--- config.mk ---
export PLATFORM = sky130hd
export DESIGN_NAME = bcu_cfg_upper
export DESIGN_NICKNAME = d
export VERILOG_FILES = /design/src/bcu_pkg.sv /design/src/bcu_fwd_decode.sv /design/src/bcu_cfg_upper.sv
export VERILOG_INCLUDE_DIRS = /design/src
export SDC_FILE = /design/constraint.sdc
export NUM_CORES = 1
export LEC_CHECK = 0
export BUFFER_PORTS_ARGS = -buffer_cell sky130_fd_sc_hd__clkbuf_2
export CAP_MARGIN = 20
export CORE_ASPECT_RATIO = 1.1
export CORE_MARGIN = 5
export CORE_UTILIZATION = 40
export CTS_BUF_LIST = sky130_fd_sc_hd__clkbuf_8
export DETAILED_ROUTE_END_ITERATION = 10
export PLACE_DENSITY = 0.68
export SETUP_SLACK_MARGIN = 0.15
export SLEW_MARGIN = 40
export SYNTH_ARGS = -nofsm -noshare
export SYNTH_HDL_FRONTEND = slang
export SYNTH_SLANG_ARGS = --single-unit
--- constraint.sdc ---
create_clock -name clk_sys -period 2 [get_ports clk_sys]
set_input_delay 0.3 -clock clk_sys [delete_from_list [all_inputs] [get_ports clk_sys]]
set_output_delay 0.3 -clock clk_sys [all_outputs]
set_load 0.01 [all_outputs]
--- src/bcu_params.svh ---
`ifndef BCU_PARAMS_SVH
`define BCU_PARAMS_SVH

// Register offsets
`define BCU_OFF_PF_LIM_HI 8'h2C
`define BCU_OFF_IO_HI     8'h30
`define BCU_OFF_CAP       8'h34
`define BCU_OFF_ROM       8'h38
`define BCU_OFF_INTR      8'h3C

// Reset and fixed values
`define BCU_RST32         32'h0000_0000
`define BCU_RST16         16'h0000
`define BCU_RST8          8'h00
`define BCU_RST6          6'h00
`define BCU_ONES32        32'hFFFF_FFFF
`define BCU_ROM_VALUE     32'h0000_0000
`define BCU_CAP_NORMAL    8'h80
`define BCU_CAP_LEGACY    8'h90
`define BCU_PIN_CODE      8'h01

// Field positions
`define BCU_IOB_MSB       15
`define BCU_IOB_LSB       0
`define BCU_IOL_MSB       31
`define BCU_IOL_LSB       16
`define BCU_LINE_MSB      7
`define BCU_LINE_LSB      0
`define BCU_PIN_MSB       15
`define BCU_PIN_LSB       8
`define BCU_BC_MSB        21
`define BCU_BC_LSB        16
`define BCU_BC_PERR       16
`define BCU_BC_SERR       17
`define BCU_BC_ISA        18
`define BCU_BC_VGA        19
`define BCU_BC_VGA16      20
`define BCU_BC_MABORT     21

// Legacy decode constants
`define BCU_ISA_TOP_LSB   16
`define BCU_ALIAS_MSB     9
`define BCU_ALIAS_LSB     8
`define BCU_IO_LO_FILL    12'h000
`define BCU_IO_HI_FILL    12'hFFF
`define BCU_VGA_MEM_LSB   17
`define BCU_VGA_MEM_TAG   15'h0005
`define BCU_VGA_IO_A_LO   10'h3B0
`define BCU_VGA_IO_A_HI   10'h3BB
`define BCU_VGA_IO_B_LO   10'h3C0
`define BCU_VGA_IO_B_HI   10'h3DF

`endif

--- src/bcu_pkg.sv ---
`default_nettype none
package bcu_pkg;
  // Outcome of an unclaimed secondary-side access
  typedef enum logic [1:0] {
    BCU_MA_NONE  = 2'h0,
    BCU_MA_QUIET = 2'h1,
    BCU_MA_TA    = 2'h3,
    BCU_MA_SERR  = 2'h2
  } bcu_ma_t;
endpackage : bcu_pkg
`default_nettype wire

--- src/bcu_fwd_decode.sv ---
`timescale 1ns/1ps
`default_nettype none
`include "bcu_params.svh"
module bcu_fwd_decode #(
  parameter int AW = 32
) (
  // Window setup
  input  wire logic [15:0]   io_base_hi,
  input  wire logic [15:0]   io_limit_hi,
  input  wire logic [3:0]    io_base_lo,
  input  wire logic [3:0]    io_limit_lo,
  input  wire logic          io_enable,
  input  wire logic          mem_enable,
  input  wire logic          isa_mode,
  input  wire logic          vga_en,
  input  wire logic          vga_16bit,
  // Request
  input  wire logic          req_is_io,
  input  wire logic [AW-1:0] req_addr,
  input  wire logic          req_mem_hit,
  // Decision
  output logic               fwd_down,
  output logic               alias_up
);
  logic [31:0] io_base;
  logic [31:0] io_limit;
  logic        io_win;
  logic        vga_io;
  logic        vga_mem;
  logic        vga_hit;

  function automatic logic in_vga_io(input logic [9:0] a);
    in_vga_io = (a >= `BCU_VGA_IO_A_LO && a <= `BCU_VGA_IO_A_HI) ||
                (a >= `BCU_VGA_IO_B_LO && a <= `BCU_VGA_IO_B_HI);
  endfunction : in_vga_io

  assign io_base  = {io_base_hi, io_base_lo, `BCU_IO_LO_FILL};
  assign io_limit = {io_limit_hi, io_limit_lo, `BCU_IO_HI_FILL};
  assign io_win = req_is_io && io_enable && (req_addr >= io_base) && (req_addr <= io_limit);
  // ISA alias goes upstream, display hit wins
  assign alias_up = isa_mode && io_win && !vga_hit &&
                    (req_addr[AW-1:`BCU_ISA_TOP_LSB] == '0) &&
                    (req_addr[`BCU_ALIAS_MSB:`BCU_ALIAS_LSB] != 2'h0);
  // 10 or 16 bit display decode
  assign vga_io = in_vga_io(req_addr[9:0]) &&
                  (!vga_16bit || (req_addr[AW-1:10] == '0));
  assign vga_mem = (req_addr[AW-1:`BCU_VGA_MEM_LSB] == `BCU_VGA_MEM_TAG);
  assign vga_hit = vga_en && (req_is_io ? (io_enable && vga_io)
                                        : (mem_enable && vga_mem));
  assign fwd_down = vga_hit ||
                    (req_is_io ? (io_win && !alias_up) : req_mem_hit);
endmodule : bcu_fwd_decode
`default_nettype wire

--- src/bcu_cfg_upper.sv ---
// Operation
// - RW prefetch limit upper word, reset zero
// - RW I/O base upper half, reset zero
// - RW I/O limit upper half, reset zero
// - Capability pointer 80h, legacy mode 90h
// - Expansion ROM word always reads zero
// - RW interrupt line byte, not interpreted
// - Interrupt pin reads fixed 01h
// - Bit 16 gates secondary parity error response
// - Bit 17 gates SERR forwarding upstream
// - ISA clear: forward whole I/O window down
// - ISA set: alias I/O addresses go upstream
// - Display enable forwards legacy display ranges
// - Bit 20 selects 10/16-bit display decode
// - Abort mode clear: ones on read, drop write
// - Abort mode set: target abort else SERR if bit 17 set
`timescale 1ns/1ps
`default_nettype none
`include "bcu_params.svh"
module bcu_cfg_upper #(
  parameter int AW = 32
) (
  // Clock and reset
  input  wire logic          clk_sys,
  input  wire logic          reset_n,
  // Register port
  input  wire logic [7:0]    reg_addr,
  input  wire logic [31:0]   reg_wdata,
  input  wire logic          reg_wr,
  input  wire logic          reg_rd,
  output logic      [31:0]   reg_rdata_q,
  // Mode pin and lower header
  input  wire logic          legacy_mode_pin,
  input  wire logic [3:0]    io_base_lo,
  input  wire logic [3:0]    io_limit_lo,
  input  wire logic          io_enable,
  input  wire logic          mem_enable,
  // Forwarding decision
  input  wire logic          req_valid,
  input  wire logic          req_is_io,
  input  wire logic [AW-1:0] req_addr,
  input  wire logic          req_mem_hit,
  output logic               fwd_valid_q,
  output logic               fwd_down_q,
  output logic               fwd_alias_up_q,
  // Secondary errors
  input  wire logic          sec_perr,
  input  wire logic          sec_serr,
  output logic               perr_report_q,
  output logic               err_msg_q,
  // Master abort handling
  input  wire logic          ma_event,
  input  wire logic          ma_is_read,
  input  wire logic          ma_ta_ok,
  output logic               ma_quiet_q,
  output logic      [31:0]   ma_rdata_q,
  output logic               ma_target_abort_q,
  output logic               ma_serr_q,
  // Register contents
  output logic      [31:0]   pf_limit_hi_q,
  output logic      [15:0]   io_base_hi_q,
  output logic      [15:0]   io_limit_hi_q,
  output logic      [7:0]    intr_line_q,
  output logic      [5:0]    bridge_ctl_q
);
  logic          legacy_s1_q;
  logic          legacy_q;
  logic          wr_pf;
  logic          wr_io;
  logic          wr_intr;
  logic [31:0]   rdata_d;
  logic          fwd_down;
  logic          alias_up;
  logic          ctl_perr;
  logic          ctl_serr;
  logic          ctl_ma;
  bcu_pkg::bcu_ma_t ma_kind;

  //////////////////////////////////////////////////////////////////////////////
  // Mode pin synchroniser
  always_ff @(posedge clk_sys or negedge reset_n) begin
    if (!reset_n) begin
      legacy_s1_q <= 1'b0;
      legacy_q    <= 1'b0;
    end else begin
      legacy_s1_q <= legacy_mode_pin;
      legacy_q    <= legacy_s1_q;
    end
  end

  //////////////////////////////////////////////////////////////////////////////
  // Write decode
  assign wr_pf   = reg_wr && (reg_addr == `BCU_OFF_PF_LIM_HI);
  assign wr_io   = reg_wr && (reg_addr == `BCU_OFF_IO_HI);
  assign wr_intr = reg_wr && (reg_addr == `BCU_OFF_INTR);

  always_ff @(posedge clk_sys or negedge reset_n) begin
    if (!reset_n) begin
      pf_limit_hi_q <= `BCU_RST32;
    end else if (wr_pf) begin
      pf_limit_hi_q <= reg_wdata;
    end
  end

  always_ff @(posedge clk_sys or negedge reset_n) begin
    if (!reset_n) begin
      io_base_hi_q <= `BCU_RST16;
    end else if (wr_io) begin
      io_base_hi_q <= reg_wdata[`BCU_IOB_MSB:`BCU_IOB_LSB];
    end
  end

  always_ff @(posedge clk_sys or negedge reset_n) begin
    if (!reset_n) begin
      io_limit_hi_q <= `BCU_RST16;
    end else if (wr_io) begin
      io_limit_hi_q <= reg_wdata[`BCU_IOL_MSB:`BCU_IOL_LSB];
    end
  end

  always_ff @(posedge clk_sys or negedge reset_n) begin
    if (!reset_n) begin
      intr_line_q <= `BCU_RST8;
    end else if (wr_intr) begin
      intr_line_q <= reg_wdata[`BCU_LINE_MSB:`BCU_LINE_LSB];
    end
  end

  always_ff @(posedge clk_sys or negedge reset_n) begin
    if (!reset_n) begin
      bridge_ctl_q <= `BCU_RST6;
    end else if (wr_intr) begin
      bridge_ctl_q <= reg_wdata[`BCU_BC_MSB:`BCU_BC_LSB];
    end
  end

  assign ctl_perr = bridge_ctl_q[`BCU_BC_PERR - `BCU_BC_LSB];
  assign ctl_serr = bridge_ctl_q[`BCU_BC_SERR - `BCU_BC_LSB];
  assign ctl_ma   = bridge_ctl_q[`BCU_BC_MABORT - `BCU_BC_LSB];

  //////////////////////////////////////////////////////////////////////////////
  // Read path
  always_comb begin
    rdata_d = `BCU_RST32;
    unique case (reg_addr)
      `BCU_OFF_PF_LIM_HI: rdata_d = pf_limit_hi_q;
      `BCU_OFF_IO_HI:     rdata_d = {io_limit_hi_q, io_base_hi_q};
      `BCU_OFF_CAP: rdata_d[7:0] = legacy_q ? `BCU_CAP_LEGACY : `BCU_CAP_NORMAL;
      `BCU_OFF_ROM:       rdata_d = `BCU_ROM_VALUE;
      `BCU_OFF_INTR: begin
        rdata_d[`BCU_LINE_MSB:`BCU_LINE_LSB] = intr_line_q;
        rdata_d[`BCU_PIN_MSB:`BCU_PIN_LSB]   = `BCU_PIN_CODE;
        rdata_d[`BCU_BC_MSB:`BCU_BC_LSB]     = bridge_ctl_q;
      end
      default:            rdata_d = `BCU_RST32;
    endcase
  end

  always_ff @(posedge clk_sys or negedge reset_n) begin
    if (!reset_n) begin
      reg_rdata_q <= `BCU_RST32;
    end else if (reg_rd) begin
      reg_rdata_q <= rdata_d;
    end else begin
      reg_rdata_q <= `BCU_RST32;
    end
  end

  //////////////////////////////////////////////////////////////////////////////
  // Address forwarding
  bcu_fwd_decode #(
    .AW (AW)
  ) u_decode (
    .io_base_hi  (io_base_hi_q),
    .io_limit_hi (io_limit_hi_q),
    .io_base_lo  (io_base_lo),
    .io_limit_lo (io_limit_lo),
    .io_enable   (io_enable),
    .mem_enable  (mem_enable),
    .isa_mode    (bridge_ctl_q[`BCU_BC_ISA - `BCU_BC_LSB]),
    .vga_en      (bridge_ctl_q[`BCU_BC_VGA - `BCU_BC_LSB]),
    .vga_16bit   (bridge_ctl_q[`BCU_BC_VGA16 - `BCU_BC_LSB]),
    .req_is_io   (req_is_io),
    .req_addr    (req_addr),
    .req_mem_hit (req_mem_hit),
    .fwd_down    (fwd_down),
    .alias_up    (alias_up)
  );

  always_ff @(posedge clk_sys or negedge reset_n) begin
    if (!reset_n) begin
      fwd_valid_q    <= 1'b0;
      fwd_down_q     <= 1'b0;
      fwd_alias_up_q <= 1'b0;
    end else begin
      fwd_valid_q    <= req_valid;
      fwd_down_q     <= req_valid && fwd_down;
      fwd_alias_up_q <= req_valid && alias_up;
    end
  end

  //////////////////////////////////////////////////////////////////////////////
  // Secondary error gating
  // Parity errors ignored when clear
  always_ff @(posedge clk_sys or negedge reset_n) begin
    if (!reset_n) begin
      perr_report_q <= 1'b0;
    end else begin
      perr_report_q <= sec_perr && ctl_perr;
    end
  end

  always_ff @(posedge clk_sys or negedge reset_n) begin
    if (!reset_n) begin
      err_msg_q <= 1'b0;
    end else begin
      err_msg_q <= sec_serr && ctl_serr;
    end
  end

  //////////////////////////////////////////////////////////////////////////////
  // Master abort handling
  always_comb begin
    if (!ma_event) begin
      ma_kind = bcu_pkg::BCU_MA_NONE;
    end else if (!ctl_ma) begin
      ma_kind = bcu_pkg::BCU_MA_QUIET;
    end else if (ma_ta_ok) begin
      ma_kind = bcu_pkg::BCU_MA_TA;
    end else begin
      ma_kind = bcu_pkg::BCU_MA_SERR;
    end
  end

  always_ff @(posedge clk_sys or negedge reset_n) begin
    if (!reset_n) begin
      ma_quiet_q        <= 1'b0;
      ma_rdata_q        <= `BCU_RST32;
      ma_target_abort_q <= 1'b0;
      ma_serr_q         <= 1'b0;
    end else begin
      ma_quiet_q <= (ma_kind == bcu_pkg::BCU_MA_QUIET);
      ma_rdata_q <= ((ma_kind == bcu_pkg::BCU_MA_QUIET) && ma_is_read) ?
                    `BCU_ONES32 : `BCU_RST32;
      // Target abort, else SERR if enabled
      ma_target_abort_q <= (ma_kind == bcu_pkg::BCU_MA_TA);
      ma_serr_q         <= (ma_kind == bcu_pkg::BCU_MA_SERR) && ctl_serr;
    end
  end
endmodule : bcu_cfg_upper
`default_nettype wire

## Word level (Yosys, flattened, before mapping)

Cells that the tools add are included.

- Order comparisons: 6
- Reductions and logical operators: 32
- Equal/unequal tests: 8
- Mux-type cells: 11

Operator list:

| kind | number |
|---|---|
| 32-bit 2-to-1 mux | 2 |
| 14-bit case mux with 3 select lines | 1 |
| 8-bit by 6-bit equality test with 1-bit output (second input constant) | 4 |
| 32-bit greater-or-equal comparator | 1 |
| 32-bit less-or-equal comparator | 1 |
| 8-bit case mux with 4 select lines | 1 |
| 1-bit logical AND | 23 |
| 22-bit zero test | 1 |
| 10-bit greater-or-equal comparator (second input constant) | 2 |
| 10-bit less-or-equal comparator (second input constant) | 2 |
| 10-bit case mux with 2 select lines | 1 |
| 16-bit zero test | 1 |
| 15-bit by 3-bit equality test with 1-bit output (second input constant) | 1 |
| 5-bit 2-to-1 mux | 1 |
| 2-bit equality test (second input constant) | 2 |
| 2-bit 2-to-1 mux | 2 |
| 1-bit zero test | 3 |
| 1-bit logical OR | 3 |
| 1-bit 2-to-1 mux | 3 |
| 2-bit by 1-bit equality test with 1-bit output (second input constant) | 1 |
| 2-bit nonzero test | 1 |

- Flip-flop bits (word level): 152
- Bits of input ports: 95

## Logic depth before layout (Yosys ltp)

Gate-level depths: netlist of the first run.

- Depth in word-level cells: 16
- Gate-level depth with buffers: 8
- Gate-level depth less buffers: 8

## Modules after synthesis

Synthesis of the first run repeated with hierarchy kept, for this count alone.

- Cells, all modules: 578
- Area, all modules: 6456.2 µm²

By module, submodules not included:

| module | cells each | instances | area each (µm²) | sequential area each (µm²) |
|---|---|---|---|---|
| bcu_cfg_upper | 402 | 1 | 5262.5 | 3027.9 |
| bcu_fwd_decode | 176 | 1 | 1193.6 | 0.0 |

## Worst setup path after synthesis of the first run

Ideal clock, no wire load.

- Path kind: register to register
- From: reg io_limit_hi_q[14]
- To: reg fwd_down_q
- Arrival time: 1.808 ns
- Buffers on the path: 0
- Library setup time: 0.120 ns
- Path slack: 0.071 ns
- Cell stages (with the launch flop): 9
- Clock period less this slack: 1.929 ns
- Data required time: 1.880 ns
- Path through: dfrtp_1 inv_1 ha_1 nand3_1 nor4_1 nand4_1 o211ai_1 o22ai_1 a41o_1

- Longest elaborated chain between the ends: 11

Ends and longest elaborated chain:

| item | RTL line | source |
|---|---|---|
| start, declared | bcu_cfg_upper.sv:62 | `output logic [15:0] io_limit_hi_q,` |
| start signal, assigned | bcu_cfg_upper.sv:115 | `` io_limit_hi_q <= `BCU_RST16; `` |
| start signal, assigned | bcu_cfg_upper.sv:117 | `` io_limit_hi_q <= reg_wdata[`BCU_IOL_MSB:`BCU_IOL_LSB]; `` |
| 32-bit less-or-equal comparator * | bcu_fwd_decode.sv:39 | `assign io_win = req_is_io && io_enable && (req_addr >= io_base) && (req_addr <= io_limit);` |
| 1-bit logical AND * | bcu_fwd_decode.sv:39 |  |
| 1-bit logical AND (4 in a row) | bcu_fwd_decode.sv:41 | `assign alias_up = isa_mode && io_win && !vga_hit &&` |
| 1-bit zero test | bcu_fwd_decode.sv:51 | `(req_is_io ? (io_win && !alias_up) : req_mem_hit);` |
| 1-bit logical AND * | bcu_fwd_decode.sv:51 |  |
| 1-bit 2-to-1 mux * | bcu_fwd_decode.sv:51 |  |
| 1-bit logical OR * | bcu_fwd_decode.sv:50 | `assign fwd_down = vga_hit \|\|` |
| 1-bit logical AND * | bcu_cfg_upper.sv:197 | `fwd_down_q <= req_valid && fwd_down;` |
| end signal, assigned | bcu_cfg_upper.sv:197 |  |
| end, declared | bcu_cfg_upper.sv:44 | `output logic fwd_down_q,` |

Every way passes the cells marked *; elsewhere a longest branch is shown, timed or not.
A chain may end at the register's enable or synchronous reset.

## Worst setup path in the final report of the first run

- From: reg io_limit_hi_q[7]
- To: reg fwd_down_q

Same word-level chain as after synthesis.

==> reports/metrics.cfg, run 1 <==
[run_status]
status=completed

[worst_setup_path]
cp-start-kind=flip-flop
reg2reg_depth=8
endpoint_kind=flip-flop
critPathMaxFanout=3
worst-setup-path-type=flip-flop to flip-flop
r2r-end=fwd_down_q
cp_top_family=simple AND/OR/NAND/NOR gates
cp_common_cell=nand4_1
r2r_start=io_limit_hi_q[7]
path_buf_inv=1
crit_path_top_delay_cell=dfrtp_1
cp.required_ps=2330
slowest_delay_ps=390
crit_arrival_ps=2240
path_cells=inv_2 -> ha_4 -> nand4_1 -> nor4_4 -> nand4_1 -> o211ai_1 -> o22ai_1 -> a41o_1
critPathLaunch=io_limit_hi_q[7]
r2r_slack_ps=80

[global_route]
grt_max_degree=122
grt_pass1_vias=5304
gr-total-overflow=0
antenna_found_initial=2
grt_first_pass_wirelength_um=29200
grt_usage_pct=21.3

[power_and_ir_drop]
power.share.clock_pct=35.2
vdd.ir_drop.worst_mv=0.526
power_frac_seq_pct=50.9
power_mw=5.13
internal_power_mw=3.76
swShare_pct=26.7
power.switching_mw=1.37
comb_power_share_pct=13.9
p_per_area_nw_per_um2=654
p_leak_nw=4.21

[layout]
postLayoutCoreUtil_pct=52.5
nFillCells=1379
final_nets=890
syn2layout_area_growth_pct=29.7
drive_gt1_share_pct=46.7
final_cells=963

[synthesis]
seq_area_frac_synth_pct=50.1
synthXorXnorAreaFrac_pct=0
ys_warn_count=0
syn_inst=514
ys_seq_elements=121
synth.mux.area_fraction_pct=14.9
syn_area_um2=6050
ys_types=45
yosysTopAreaCellShare_pct=50.1
synth-adder-area-share_pct=8.28
synth_compound_area_share_pct=8.57
synth_flop_cell=dfrtp_1
yosys.area.top_type=dfrtp_1
synth_nets=649
synth_area_per_cell_um2=11.8
async_reset_ff_share_pct=100
synth-simple-area-share_pct=10.4
ys_top_cells_by_area=dfrtp_1 50%, ha_1 8.3%, mux2_2 8.0%
synth_edf_count=0
synth_top_family_by_area=multiplexers

[die]
die_area_um2=17700
core_um2=14900
initial_core_util_pct=40.5
die_h_um=139
io_pins=245
die_x_um=127
num_rows=47

[drt]
drt-met1-wl_um=7290
met3_length_um=1330
drc_errors=0
first_iter_violations=256
vias_per_cell=5.21
drt-wirelength-per-cell_um=19.5
routed.top_layer=met4
drt_first_pass_iters=5
route.met2.wl_um=9880
antenna_left=0
num_vias=5018
wirelength_um=18800

[clock_tree]
clk_latency_ps=440
cts_inserted_buffers=17
clkTransAtPathRegs_ps=70
cts_tree=yes
clock_sinks=121
clock_path_buffers=2
h-tree-depth=4
clockRootBuffer=clkbuf_8

[place]
hpwl_um=14600
globalplace.congestion=0.902
port_buffers=244
numPlacedInstances=928

[timing]
min_period_over_period_pct=95.8
max_freq_mhz=522
hold_viol_final=0
tightest_slew_ps=638
drv_slew=0
whs_ps=33.7
period_minus_slack_ps=1920
rsz0062_at_grt=yes
finClkSkew_ps=8.29
slew_headroom_pct=57.5
setup_viol=0

[worst_hold_path]
min_path_cells=1
hp-start=req_valid
hold_path.class=input port to flip-flop
holdPathEnd=fwd_valid_q

[job]
drv_cap=0

[cells in the final DEF, fill, tap and decap left out, types with 18 or more instances in the layout]
master | Yosys | layout
mux2_2 | 43 | 43
dfrtp_1 | 121 | 120
inv_1 | 40 | 43
a22oi_1 | 18 | 18
nor2_1 | 22 | 22
clkbuf_2 | 0 | 243
ha_1 | 40 | 36
mux2_1 | 35 | 35
nor2b_1 | 20 | 20
buf_4 | 34 | 25
clkbuf_8 | 0 | 20
[routing by layer]
| layer | vias up | global-route usage [%] |
|---|---|---|
| met1 | 2477 | 25.0 |
| met2 | 219 | 37.7 |
| met4 | 0 | 6.55 |
| li1 | 2303 | - |
| met3 | 19 | 5.86 |
| met5 | - | 0 |
[how the worst max path moves through the flow]
stage                            end  slack (ps)  depth (start not counted)
after global placement    fwd_down_q         -40                          9
after CTS                 fwd_down_q          80                          8
final                     fwd_down_q          80                          8
after global routing      fwd_down_q         -50                          8
after floorplan           fwd_down_q         140                          8
after detailed placement  fwd_down_q        -110                          9
[kinds of logic after synthesis]
| logic type | after synthesis |
|---|---|
| buffers and inverters | 90 |
| multiplexers | 80 |
| adder cells (fa/ha/maj) | 40 |
| AND/OR/NAND/NOR | 113 |
| AO/OA/AOI/OAI | 70 |
| flip-flops | 121 |
[metrics by stage]
| stage | TNS, ps | worst slack, ps | area [um^2] |
|---|---|---|---|
| 6_report | 0 | 84.2 | 7840 |
| 4_1_cts | 0 | 79.7 | 7810 |
| 3_3_place_gp | -44.0 | -35.2 | 7430 |
| 2_1_floorplan | 0 | 142 | 6070 |
| 5_1_grt | -63.0 | -45.1 | 7840 |
| 3_5_place_dp | -206 | -113 | 7430 |
[cells in the mapped netlist, types with 11 or more instances]
master and n:
nand3_1 12, nor2b_1 20, nor2_1 22, dfrtp_1 121, ha_1 40, a21oi_1 11
a222oi_1 12, mux2_2 43, inv_1 40, buf_4 34, nand2_1 14, a22oi_1 18
mux2_1 35
[power groups by stage]
stage / clock network [mW] / registers [mW] / logic, mW
after global placement: 0 / 2.65 / 0.691
after floorplan: 0 / 2.68 / 0.304
after CTS: 1.85 / 2.61 / 0.721
after global routing: 1.96 / 2.62 / 0.798
final: 1.80 / 2.61 / 0.714
after detailed placement: 0 / 2.65 / 0.705
[area by class of cell]
type,instances,area [um^2],area share (%)
timing repair buffer,272,1460,18.7
multi-input combinational,303,2630,33.6
clock buffer,20,275,3.51
antenna,2,5.00,0.0638
inverter,40,150,1.92
clock inverter,9,38.8,0.495
tap,196,245,3.13
sequential,121,3030,38.6
[state kept, by name (all words and copies together), names as in the netlist, 6 cells and up]
name           flops
pf_limit_hi_q     32
io_base_hi_q      16
reg_rdata_q       32
intr_line_q        8
bridge_ctl_q       6
io_limit_hi_q     16
[worst register-to-register path, stage by stage, from the launching register on]
cell and delay, ps:
dfrtp_1 390, inv_2 60, ha_4 270, nand4_1 130, nor4_4 310, nand4_1 150
o211ai_1 180, o22ai_1 110, a41o_1 210
[timing repair]
| action | 4_1_cts | 5_1_grt |
|---|---|---|
| endpoints found under the setup margin | 34 | 2 |
| endpoints found under the hold margin | 63 | 0 |
| gates resized for setup | 6 | 2 |
| pin swaps | 8 | 1 |
| hold buffers | 2 | 0 |
| buffers inserted | 1 | 1 |
Power figures use the tool's default switching activity.
==> run 2: changes to the inputs <==
==> constraint.sdc (replaced) <==
create_clock -name clk_sys -period 2 [get_ports clk_sys]
set_input_delay 0.2 -clock clk_sys [delete_from_list [all_inputs] [get_ports clk_sys]]
set_output_delay 0.2 -clock clk_sys [all_outputs]
set_load 0.01 [all_outputs]
==> run 2 against run 1 <==
Via count up 3.5%. Total power up 9.8%. Clock power rose by 25%. Utilization grew 3.1 points. Critical path depth unchanged. Critical path type unchanged. Largest cell class unchanged.
==> reports/metrics.cfg, run 2 (synthesis results as in run 1) <==
[run_status]
status=completed

[timing]
slew_headroom_pct=64.7  ; +7.2 points
tns_ps=0  ; unchanged
fin_ws_ps=25.6  ; -58.6 ps
setup_viol=0  ; unchanged
finClkSkew_ps=10.4  ; +2.13 ps
whs_ps=219  ; +185 ps
min_period_over_period_pct=98.7  ; +2.9 points
rsz0062_at_grt=yes
max_freq_mhz=506  ; -3.0%
drv_slew=0  ; unchanged
tightest_slew_ps=530  ; -108 ps
period_minus_slack_ps=1970  ; +58.6 ps
hold_viol_final=0  ; unchanged

[worst_setup_path]
cp.required_ps=2320  ; about the same
cp-start-kind=flip-flop
critPathMaxFanout=4  ; +1
r2r_start=io_limit_hi_q[13]
r2r_slack_ps=30  ; -60 ps
crit_arrival_ps=2300  ; +60 ps
reg2reg_depth=8  ; unchanged
worst-setup-path-type=flip-flop to flip-flop
r2r-end=fwd_down_q
endpoint_kind=flip-flop

[global_route]
grt_max_degree=42  ; -66%
grt_util_met1_pct=25.6  ; +0.62 points
grt_pass1_vias=5439  ; +2.5%
grt.busiest_layer=met2
antenna_found_initial=0  ; -2
grt_first_pass_wirelength_um=29900  ; +2.4%
gr-total-overflow=0  ; unchanged
met2_usage_pct=39.1  ; +1.4 points
grt_usage_pct=21.8  ; +0.48 points
use_met3_pct=5.05  ; -0.81 points

[worst_hold_path]
holdPathEnd=fwd_down_q
hp-start=io_enable
hold_path.class=input port to flip-flop
min_path_cells=3  ; +2

[power_and_ir_drop]
power.share.clock_pct=39.9  ; +4.7 points
vdd.ir_drop.worst_mv=0.451  ; -14%
power_mw=5.63  ; +9.8%
comb_power_share_pct=13.7  ; -0.2 points
power_frac_seq_pct=46.4  ; -4.5 points
power.switching_mw=1.46  ; +6.7%
p_leak_nw=4.38  ; +4.0%
internal_power_mw=4.17  ; +11%
swShare_pct=26.0  ; -0.74 points
p_per_area_nw_per_um2=678  ; +3.7%

[layout]
fin_area_um2=8300  ; +5.9%
final_cell_mix=243 x clkbuf_2, 120 x dfrtp_1, 43 x mux2_2
antenna_cells=0  ; -2
nFillCells=1306  ; -5.3%
reg.largest.list=pf_limit_hi_q: 32 flops, reg_rdata_q: 32 flops
final_cells=1001  ; +3.9%
drive_gt1_share_pct=44.8  ; -1.8 points
layout_commonest_cell=clkbuf_2
postLayoutCoreUtil_pct=55.6  ; +3.1 points
syn2layout_area_growth_pct=37.3
final_nets=927  ; +4.2%

[drt]
first_iter_violations=291  ; +14%
num_vias=5192  ; +3.5%
wirelength_um=19200  ; +2.3%
drt-wirelength-per-cell_um=19.2  ; -1.6%
vias_per_cell=5.19  ; -0.46%
drc_errors=0  ; unchanged
drt_first_pass_iters=5  ; unchanged
antenna_left=0  ; unchanged

[clock_tree]
cts_inserted_buffers=17  ; unchanged
h-tree-depth=4  ; unchanged
clockRootBuffer=clkbuf_8
clock_sinks=121  ; unchanged
clk_latency_ps=440  ; about the same
clock_path_buffers=2  ; unchanged
clkTransAtPathRegs_ps=70  ; about the same
cts_tree=yes

[die]
initial_core_util_pct=40.5  ; unchanged
die_x_um=127  ; unchanged
die_area_um2=17700  ; unchanged
die_h_um=139  ; unchanged
io_pins=245  ; unchanged
core_um2=14900  ; unchanged
num_rows=47  ; unchanged

[place]
globalplace.congestion=0.934  ; +3.5%
dpl_worst_slack_ps=-46.2  ; +66.5 ps
port_buffers=244  ; unchanged
place_area_um2=7420  ; -0.13%
hpwl_um=14800  ; +1.6%
numPlacedInstances=925  ; -0.32%

[job]
drv_cap=0  ; unchanged

==> run 2: how the worst max path moves through the flow <==
stage                             to  slack [ps]  depth (start not counted)         startpoint
after floorplan           fwd_down_q         140                          8   io_limit_hi_q[6]
after global placement    fwd_down_q          70                          9      io_base_lo[1]
after detailed placement  fwd_down_q         -50                          9      io_base_lo[1]
after CTS                 fwd_down_q          30                          8   io_limit_hi_q[5]
after global routing      fwd_down_q        -110                          8   io_limit_hi_q[6]
final                     fwd_down_q          30                          8  io_limit_hi_q[13]
==> run 2: worst max-delay path, cell delays in order, from the launching register on <==
cell,delay [ps]
dfrtp_1,380
inv_1,70
ha_1,290
nand3_2,130
nor4_4,340
nand4_1,150
o211ai_1,180
o22ai_1,110
a41o_1,210
==> run 2: cell type report <==
cell class	instances	area (um^2)	area share (%)
clock buffers	22	303	3.65
clock inverters	10	116	1.40
inverters	40	150	1.81
multi-input cells	303	2610	31.4
flip-flops and latches	121	3030	36.5
well taps	196	245	2.95
repair buffers	309	1850	22.3
==> run 2: timing repair <==
item / in CTS / in global routing
pin swaps: 7 / 4
hold buffers: 41 / 0
setup endpoints to repair: 2 / 9
gates resized for setup: 4 / 1
endpoints found under the hold margin: 106 / 0
buffers inserted: 2 / 1
==> run 2: layer usage <==
| metal | routed length [um] | up-vias |
|---|---|---|
| li1 | - | 2391 |
| met1 | 7520 | 2545 |
| met2 | 9980 | 226 |
| met3 | 1270 | 30 |
| met4 | 404 | 0 |
| met5 | 0 | - |
==> run 2: power groups by stage <==
| stage | combinational [mW] | clock, mW | sequential, mW |
|---|---|---|---|
| 2_1_floorplan | 0.304 | 0 | 2.68 |
| 3_3_place_gp | 0.688 | 0 | 2.65 |
| 3_5_place_dp | 0.702 | 0 | 2.66 |
| 4_1_cts | 0.777 | 2.31 | 2.61 |
| 5_1_grt | 0.858 | 2.42 | 2.62 |
| 6_report | 0.771 | 2.25 | 2.61 |
